==> config.mk <==
export PLATFORM = sky130hd
export DESIGN_NAME = lf_coil_ctrl
export DESIGN_NICKNAME = d
export VERILOG_FILES = /design/src/lf_boost_divider.v /design/src/lf_coil_ctrl.v
export VERILOG_INCLUDE_DIRS = /design/src
export SDC_FILE = /design/constraint.sdc
export NUM_CORES = 1
export LEC_CHECK = 0
export BUFFER_PORTS_ARGS = -buffer_cell sky130_fd_sc_hd__buf_4
export CAP_MARGIN = 20
export CORE_UTILIZATION = 40
export CTS_CLUSTER_SIZE = 20
export DETAILED_ROUTE_END_ITERATION = 12
export GPL_ROUTABILITY_DRIVEN = 0
export PLACE_DENSITY_LB_ADDON = 0.05
export SYNTH_ARGS = -nofsm -noshare
export SYNTH_HDL_FRONTEND = slang
export SYNTH_SLANG_ARGS = --single-unit
==> constraint.sdc <==
create_clock -name i_clk -period 2 [get_ports i_clk]
set_input_delay 0 -clock i_clk [delete_from_list [all_inputs] [get_ports i_clk]]
set_output_delay 0 -clock i_clk [all_outputs]
set_load 0.005 [all_outputs]
==> src/lf_coil_consts.vh <==
// constants for the lf coil fault and current control block
`ifndef LF_COIL_CONSTS_VH
`define LF_COIL_CONSTS_VH

// ===========================================================
// channel and current step layout
`define NUM_COILS 6
`define NUM_STEPS 20
`define STEP_W 5
`define STEP_RESET 5'h00
// ===========================================================
// boost switching clock: 8 MHz oscillator / 64 = 125 kHz
`define OSC_HZ 8000000
`define BOOST_HZ 125000
`define BOOST_DIV (`OSC_HZ / `BOOST_HZ)
`define BOOST_DIV_W 6
// ===========================================================
// fault cause register bit positions
`define FC_SHORT_VS 0
`define FC_SHORT_GND 1
`define FC_OPEN_LOAD 2
`define FC_OVER_TEMP 3
`define FC_W 4
`define FAULT_RESET 4'h0
// ===========================================================
// operating states
`define ST_IDLE 2'h0
`define ST_OPER 2'h1
`define ST_SHUT 2'h2
`define ST_DIAG 2'h3

`endif

==> src/lf_boost_divider.v <==
// boost switching clock divider derived from the oscillator clock
`timescale 1ns/10ps
`include "lf_coil_consts.vh"
module lf_boost_divider #(
    parameter DIV = `BOOST_DIV,
    parameter W = `BOOST_DIV_W
) (
    input wire i_clk, // oscillator-derived clock
    input wire i_rst_n, // async reset, active low
    input wire i_run, // divider runs only while set
    output reg o_tick, // one pulse per switching period
    output reg o_phase // square wave, half period high
);
    // ===========================================================
    // counter
    reg [W-1:0] cnt; // position within a switching period
    // cut to the counter width on purpose: a divider of 2**W wraps to all ones
    localparam [W-1:0] LAST = DIV[W-1:0] - 1'b1;
    localparam [W-1:0] HALF = DIV[W:1];

    // stopping resets phase so each transmission starts a fresh period
    always @(posedge i_clk or negedge i_rst_n)
    begin
        if (!i_rst_n)
        begin
            cnt <= {W{1'b0}};
            o_tick <= 1'b0;
            o_phase <= 1'b0;
        end
        else if (!i_run)
        begin
            cnt <= {W{1'b0}};
            o_tick <= 1'b0;
            o_phase <= 1'b0;
        end
        else
        begin
            cnt <= (cnt == LAST) ? {W{1'b0}} : cnt + 1'b1;
            o_tick <= (cnt == LAST);
            o_phase <= (cnt < HALF);
        end
    end
endmodule

==> src/lf_coil_ctrl.v <==
// fault protection, current step, boost gating and peak sampling control
`timescale 1ns/10ps
`include "lf_coil_consts.vh"

// Functional notes
// RQ1: line short sets all drivers high impedance
// RQ2: shutdown disconnects shunt from return lines
// RQ3: shutdown latches fault cause for readback
// RQ4: each shutdown raises interrupt request
// RQ5: open load, overtemperature also shut down
// RQ6: fault monitoring runs continuously; the code suspends it in diagnosis mode
// RQ7: reset-fault command restores transmissions
// RQ8: boost enabled only during transmission
// RQ9: boost current limit, overvoltage stops converter
// RQ10: boost clock is oscillator over sixty-four
// RQ11: twenty current steps set regulation reference
// RQ12: controller: lowest four steps low coils
// RQ13: controller: middle ten steps either group
// RQ14: controller: upper six steps high coils
// RQ15: any valid step accepted for any group
// RQ16: idle holds integrator at battery level
// RQ17: zero crossings time positive peak sampling
// RQ18: line tests activatable and readable
// RQ19: shutdown ignores transmissions, interface still idle-like
// RQ20: cause and interrupt latched until reset-fault
module lf_coil_ctrl #(
    parameter NC = `NUM_COILS,
    parameter SW = `STEP_W
) (
    input wire i_clk, // oscillator clock, 250 MHz model
    input wire i_rst_n, // async reset, active low
    input wire [2:0] i_coil_sel, // selected coil index 0..5
    input wire i_tx_start, // transmission command pulse
    input wire i_tx_stop, // end of transmission pulse
    input wire i_step_wr, // current step write strobe
    input wire [SW-1:0] i_step_data, // current step code 0..19
    input wire i_diag_enter, // enter diagnosis mode pulse
    input wire i_diag_exit, // leave diagnosis mode pulse
    input wire [1:0] i_diag_sw, // test switch bits p,n for selected coil
    input wire i_diag_wr, // latch test switch bits strobe
    input wire i_fault_clear, // reset-fault command pulse
    input wire [NC-1:0] i_pos_short_vs, // coil_positive_line short to supply, pin
    input wire [NC-1:0] i_pos_short_gnd, // coil_positive_line short to ground, pin
    input wire [NC-1:0] i_ret_short_vs, // coil_return_line short to supply, pin
    input wire [NC-1:0] i_ret_short_gnd, // coil_return_line short to ground, pin
    input wire i_open_load, // open load comparator, pin
    input wire i_over_temp, // junction overtemperature, pin
    input wire i_boost_ilim, // low-side switch peak current limit, pin
    input wire i_boost_ovp, // driver_supply_rail over limit, pin
    input wire i_shunt_sense_input, // shunt sense above zero comparator, pin
    input wire [2*NC-1:0] i_line_level, // test comparators p,n per coil, pin
    output reg [NC-1:0] o_drv_en, // driver enable per coil, low is high impedance
    output reg o_shunt_conn, // shunt connected to return lines
    output reg [`FC_W-1:0] o_fault_cause, // latched fault cause
    output reg o_irq, // interrupt request, active high level
    output reg [SW-1:0] o_step_ref, // regulation reference step
    output reg o_boost_en, // boost converter enable
    output reg o_boost_gate, // boost low-side switch gate
    output reg o_integ_hold_batt, // integrator_cap_node held at battery level
    output reg o_peak_sample, // sample pulse at positive current peak
    output reg o_diag_mode, // diagnosis mode active
    output reg [2*NC-1:0] o_diag_sw, // latched test switch bits p,n per coil
    output reg [1:0] o_line_status, // selected coil line levels p,n
    output reg [1:0] o_state // operating state
);
    // ===========================================================
    // input synchronisers: three stages, change counts when 2nd and 3rd agree
    localparam SYN_W = 4 * NC + 5 + 2 * NC;
    wire [SYN_W-1:0] raw_in; // all asynchronous inputs
    reg [SYN_W-1:0] sync1; // first stage, read only by sync2
    reg [SYN_W-1:0] sync2; // second stage
    reg [SYN_W-1:0] sync3; // third stage
    reg [SYN_W-1:0] filt; // accepted value
    assign raw_in = {i_line_level, i_shunt_sense_input, i_boost_ovp, i_boost_ilim,
                     i_over_temp, i_open_load, i_ret_short_gnd, i_ret_short_vs,
                     i_pos_short_gnd, i_pos_short_vs};

    genvar g;
    generate
        for (g = 0; g < SYN_W; g = g + 1)
        begin : g_sync
            // each bit only updates once two later stages agree, rejects one-cycle glitches
            always @(posedge i_clk or negedge i_rst_n)
            begin
                if (!i_rst_n)
                begin
                    sync1[g] <= 1'b0;
                    sync2[g] <= 1'b0;
                    sync3[g] <= 1'b0;
                    filt[g] <= 1'b0;
                end
                else
                begin
                    sync1[g] <= raw_in[g];
                    sync2[g] <= sync1[g];
                    sync3[g] <= sync2[g];
                    if (sync2[g] == sync3[g])
                        filt[g] <= sync3[g];
                end
            end
        end
    endgenerate

    // ===========================================================
    // decoded fault sources
    wire [NC-1:0] s_pos_vs = filt[NC-1:0]; // positive line to supply
    wire [NC-1:0] s_pos_gnd = filt[2*NC-1:NC]; // positive line to ground
    wire [NC-1:0] s_ret_vs = filt[3*NC-1:2*NC]; // return line to supply
    wire [NC-1:0] s_ret_gnd = filt[4*NC-1:3*NC]; // return line to ground
    wire s_open = filt[4*NC]; // open load
    wire s_temp = filt[4*NC+1]; // over temperature
    wire s_ilim = filt[4*NC+2]; // boost peak current
    wire s_ovp = filt[4*NC+3]; // boost overvoltage
    wire s_zc = filt[4*NC+4]; // shunt polarity
    wire [2*NC-1:0] s_lvl = filt[SYN_W-1:4*NC+5]; // test comparator levels

    // monitoring is suppressed in diagnosis: drivers are off, test sources load the lines
    wire monitor = (o_state != `ST_DIAG); // [RQ6]
    wire [`FC_W-1:0] fault_hit; // fault causes seen this cycle
    assign fault_hit[`FC_SHORT_VS] = monitor & (|s_pos_vs | |s_ret_vs); // [RQ1]
    assign fault_hit[`FC_SHORT_GND] = monitor & (|s_pos_gnd | |s_ret_gnd); // [RQ1]
    assign fault_hit[`FC_OPEN_LOAD] = monitor & (o_state == `ST_OPER) & s_open; // [RQ5]
    assign fault_hit[`FC_OVER_TEMP] = monitor & s_temp; // [RQ5]
    wire fault_any = |fault_hit; // any shutdown cause

    // ===========================================================
    // operating state machine
    reg [1:0] next_state; // next operating state
    always @*
    begin
        next_state = o_state;
        case (o_state)
            `ST_IDLE:
            begin
                if (fault_any)
                    next_state = `ST_SHUT;
                else if (i_diag_enter)
                    next_state = `ST_DIAG; // [RQ18]
                else if (i_tx_start)
                    next_state = `ST_OPER;
            end
            `ST_OPER:
            begin
                if (fault_any)
                    next_state = `ST_SHUT; // [RQ1]
                else if (i_tx_stop)
                    next_state = `ST_IDLE;
            end
            `ST_SHUT:
            begin
                // transmissions ignored; only the reset-fault command leaves
                if (i_fault_clear && !fault_any)
                    next_state = `ST_IDLE; // [RQ7] [RQ19]
            end
            `ST_DIAG:
            begin
                if (i_diag_exit)
                    next_state = `ST_IDLE;
            end
            default:
                next_state = `ST_IDLE;
        endcase
    end

    // ===========================================================
    // state, fault cause, interrupt
    // a new fault in the clear cycle wins, so no event is lost
    always @(posedge i_clk or negedge i_rst_n)
    begin
        if (!i_rst_n)
        begin
            o_state <= `ST_IDLE;
            o_fault_cause <= `FAULT_RESET;
            o_irq <= 1'b0;
        end
        else
        begin
            o_state <= next_state;
            if (fault_any)
            begin
                o_fault_cause <= o_fault_cause | fault_hit; // [RQ3] [RQ20]
                o_irq <= 1'b1; // [RQ4]
            end
            else if (i_fault_clear)
            begin
                o_fault_cause <= `FAULT_RESET; // [RQ7] [RQ20]
                o_irq <= 1'b0;
            end
        end
    end

    // ===========================================================
    // driver and shunt outputs
    // inactive coils stay enabled as high-side outputs; only faults and diagnosis float all
    wire drv_ok = (next_state == `ST_IDLE) || (next_state == `ST_OPER);
    always @(posedge i_clk or negedge i_rst_n)
    begin
        if (!i_rst_n)
        begin
            o_drv_en <= {NC{1'b0}};
            o_shunt_conn <= 1'b0;
            o_diag_mode <= 1'b0;
            o_integ_hold_batt <= 1'b1;
        end
        else
        begin
            o_drv_en <= drv_ok ? {NC{1'b1}} : {NC{1'b0}}; // [RQ1] [RQ19]
            o_shunt_conn <= (next_state == `ST_OPER); // [RQ2]
            o_diag_mode <= (next_state == `ST_DIAG);
            o_integ_hold_batt <= (next_state != `ST_OPER); // [RQ16]
        end
    end

    // ===========================================================
    // current step register; any code below twenty accepted for either group
    always @(posedge i_clk or negedge i_rst_n)
    begin
        if (!i_rst_n)
            o_step_ref <= `STEP_RESET;
        else if (i_step_wr && (i_step_data < `NUM_STEPS))
            o_step_ref <= i_step_data; // [RQ11] [RQ15]
    end

    // ===========================================================
    // diagnosis test switches, latched per coil, and line readback
    always @(posedge i_clk or negedge i_rst_n)
    begin
        if (!i_rst_n)
        begin
            o_diag_sw <= {2*NC{1'b0}};
            o_line_status <= 2'h0;
        end
        else
        begin
            if (i_diag_wr && (o_state == `ST_DIAG) && (i_coil_sel < NC))
                o_diag_sw[2*i_coil_sel +: 2] <= i_diag_sw; // [RQ18]
            if (i_coil_sel < NC)
                o_line_status <= s_lvl[2*i_coil_sel +: 2]; // [RQ18]
            else
                o_line_status <= 2'h0;
        end
    end

    // ===========================================================
    // boost converter gating
    wire boost_tick; // start of a switching period
    wire boost_phase; // on-phase of a switching period
    wire boost_run = (o_state == `ST_OPER) && !fault_any; // [RQ8]
    lf_boost_divider #(
        .DIV(`BOOST_DIV),
        .W(`BOOST_DIV_W)
    ) u_div (
        .i_clk(i_clk),
        .i_rst_n(i_rst_n),
        .i_run(boost_run),
        .o_tick(boost_tick),
        .o_phase(boost_phase)
    ); // [RQ10]

    reg ilim_cut; // switch held off for the rest of the period after peak limit
    always @(posedge i_clk or negedge i_rst_n)
    begin
        if (!i_rst_n)
        begin
            o_boost_en <= 1'b0;
            o_boost_gate <= 1'b0;
            ilim_cut <= 1'b0;
        end
        else
        begin
            o_boost_en <= boost_run && !s_ovp; // [RQ8] [RQ9]
            if (boost_tick)
                ilim_cut <= s_ilim;
            else if (s_ilim)
                ilim_cut <= 1'b1; // [RQ9]
            o_boost_gate <= boost_run && !s_ovp && boost_phase && !s_ilim && !ilim_cut; // [RQ9]
        end
    end

    // ===========================================================
    // zero crossing and peak sampling
    // peak of the positive half sits halfway between rising and falling crossings
    reg zc_prev; // previous shunt polarity
    reg [15:0] half_len; // measured length of the last positive half wave
    reg [15:0] pos_cnt; // cycles since rising crossing
    always @(posedge i_clk or negedge i_rst_n)
    begin
        if (!i_rst_n)
        begin
            zc_prev <= 1'b0;
            half_len <= 16'h0000;
            pos_cnt <= 16'h0000;
            o_peak_sample <= 1'b0;
        end
        else
        begin
            zc_prev <= s_zc;
            o_peak_sample <= 1'b0;
            if (s_zc && !zc_prev)
                pos_cnt <= 16'h0000; // [RQ17]
            else if (s_zc && (pos_cnt != 16'hffff))
                pos_cnt <= pos_cnt + 16'h0001;
            if (!s_zc && zc_prev)
                half_len <= pos_cnt; // [RQ17]
            if (s_zc && (o_state == `ST_OPER) && (half_len != 16'h0000)
                && (pos_cnt == {1'b0, half_len[15:1]}))
                o_peak_sample <= 1'b1; // [RQ17]
        end
    end
endmodule

==> results.ini <==
[global_routing]
grt_start_max_net_pins=64
gr-usage-all-layers=0.154
grt_pass1_vias=5201
gr-total-overflow=0
grt_antenna_before_repair=0
grt_pass1_wl_um=26500

[sta]
tightest_slew_ns=0.567
skew_ns=0.0139
hold_ws_ns=0.0258
min_period_over_period=0.956
drv_slew=0
hold_violations=0
fmax_mhz=523
rsz0062_at_grt=true
relSlewSlack=0.619
setup_viol=0
layout_min_cycle_time_ns=1.91

[drt]
viasPerCell=4.80
firstDrtPassIters=4
wl_met1_um=7820
wl_per_cell_um=15.3
vias=4939
top_layer=met4
antenna_left=0
met2_length_um=6730
routed_wirelength_um=15700
drc=0
route.met3.wl_um=868
drt_iter0_drc=200

[worst_hold_path]
hold_class=in -> async

[pwr]
peakVddDrop_mv=0.686
seqPwrFrac=0.512
clock_power_share=0.417
swShare=0.223
power_density_nw_per_um2=947
internal_power_mw=8.04
cellLeakagePower_nw=4.86
comb_power_share=0.071
switchingPower_mw=2.30

[synthesis]
netlist-cell-type-count=53
syn_nets=614
ys_seq_area_frac=0.724
synth_edf_count=0
synth_top_cell_by_area=dfrtp_1
synthTopCellsByArea=dfrtp_1 (72%), maj3_1 (5.0%), mux2_2 (3.7%)
ys.flop_type=dfrtp_1
synth-simple-area-share=0.0875
yosys.area.top_type_share=0.720
synth-compound-area-share=0.0459
mappedNetlistArea_um2=8270
ys_async_sr_fraction=1.00
synth_fa_ha_area_frac=0.0557
synth_top_family_by_area=simple AND/OR/NAND/NOR gates
syn_inst=550
synth.avg_cell_area_um2=15.0
muxShareOfSynthArea=0.0483
ys.warnings.count=0
ys_seq_elements=239
synth_xor_area_frac=0.0201

[cells_and_area]
nNetsFinal=808
fin_area_um2=10900
final_cells=1030
drive_gt1_frac=0.268
syn_to_final_growth_pct=32.1
diodes=0
layout_commonest_cell=dfrtp_1
mostFrequentLayoutCells=dfrtp_1 (238), buf_4 (115), dlygate4sd3_1 (66)

[setup_path]
start_kind=flop
critPathRequiredTime_ns=2.39
worstPathArrival_ns=2.30
critPathKind=reg -> reg
cp_max_fo=5
crit_path_end_kind=flop

[placed_design]
dpl.cell_count=920
port_buffers=97
placed_cell_area_um2=9430
hpwl_um=10400

[clock_tree]
clkTransAtPathRegs_ns=0.06
cts_tree=built
clkSinkCount=239
cts_buffers=25
cts-root-buf=clkbuf_16
clock_path_buffers=3
h-tree-depth=1
clkLatencyLatePin_ns=0.52

[floorplan]
die_area_um2=21200
io_pins=98
rows=52
core-area_um2=20200
dieHeight_um=146
die-width_um=146
initial_core_util=0.409

[outcome]
status=finished clean

[job]
max_cap_violations=0

[synthesized netlist by cell type, types with 8 or more instances]
cell     count
dfrtp_1    238
maj3_1      41
mux2_2      27
nand2_1     25
nand3_1     16
o21ai_0     16
nor2_1      15
a21oi_1     14
inv_1       14
nor4_1      14
xor2_1      10
nand4_1      9
xnor2_1      9
buf_2        8
[power by group through the flow]
stage               clock (mW)  sequential, mW  combinational (mW)
finish                    4.32            5.29               0.737
global route              4.65            5.32               0.817
CTS                       4.46            5.29               0.739
detailed placement           0            5.37               0.621
global placement             0            5.36               0.610
floorplan                    0            5.32               0.288
[worst paths after layout]
kind | startpoint | end | slack (ns) | depth (start not counted)
min reg2reg | sync1[37] | sync2[37] | 0.34 | 0
max in group asynchronous | i_rst_n | sync2[38] | 1.31 | 3
max | o_state[0] | o_diag_sw[0] | 0.09 | 5
min in group i_clk | i_coil_sel[0] | o_line_status[1] | 0.04 | 4
max reg2reg | o_state[0] | o_diag_sw[0] | 0.09 | 5
min | i_rst_n | sync1[29] | 0.03 | 2
[timing repair]
item | CTS | global route
hold buffers | 66 | 0
setup buffers | 0 | 1
hold endpoints to repair | 310 | 0
setup endpoints to repair | 10 | 12
resized for setup | 2 | 6
pin swaps | 0 | 1
[per-stage QoR]
stage / setup TNS (ns) / total power [mW] / setup slack, ns / utilization
global route: -0.000837 / 10.8 / -0.000837 / 0.540
detailed placement: -0.385 / 5.99 / -0.105 / 0.466
finish: 0 / 10.3 / 0.0885 / 0.540
global placement: -0.0153 / 5.97 / -0.0114 / 0.466
CTS: 0 / 10.5 / 0.0129 / 0.537
floorplan: 0 / 5.61 / 0.174 / -
[metal layers]
layer	GRT usage	vias up
li1	-	2326
met1	0.227	2450
met2	0.230	135
met3	0.0335	28
met4	0.0463	0
met5	0	-
[critical path, cell delays in order (launching register included)]
cell and delay (ns):
dfrtp_1 0.48, nand3_1 0.18, nor2_1 0.16, nand3_1 0.13, mux2_2 0.28, dlygate4sd3_1 0.55
[cell families (layout without fill, tap and decap cells)]
group | Yosys count | count (layout)
compound gates | 59 | 59
xor+xnor | 19 | 19
fa+ha+maj | 45 | 45
buf+inv | 32 | 242
flops | 239 | 239
mux | 34 | 34
simple gates | 122 | 122
[final cells by class]
class	count	area, um2
fillers	1708	9310
flip-flops and latches	239	5980
multi-input cells	279	2190
repair buffers	185	1600
clock buffers	34	689
well taps	270	338
clock inverters	9	73.8
inverters	14	52.6
[registers in the layout, summed over array words and instances, names as in the netlist, 2 cells and up]
signal and flops:
sync1 41, sync2 41, sync3 41, filt 36
half_len 16, pos_cnt 16, o_diag_sw 12, u_div.cnt 6
o_step_ref 5, o_fault_cause 4, o_line_status 2, o_state 2
No activity file was read; power rests on OpenSTA's default activity.
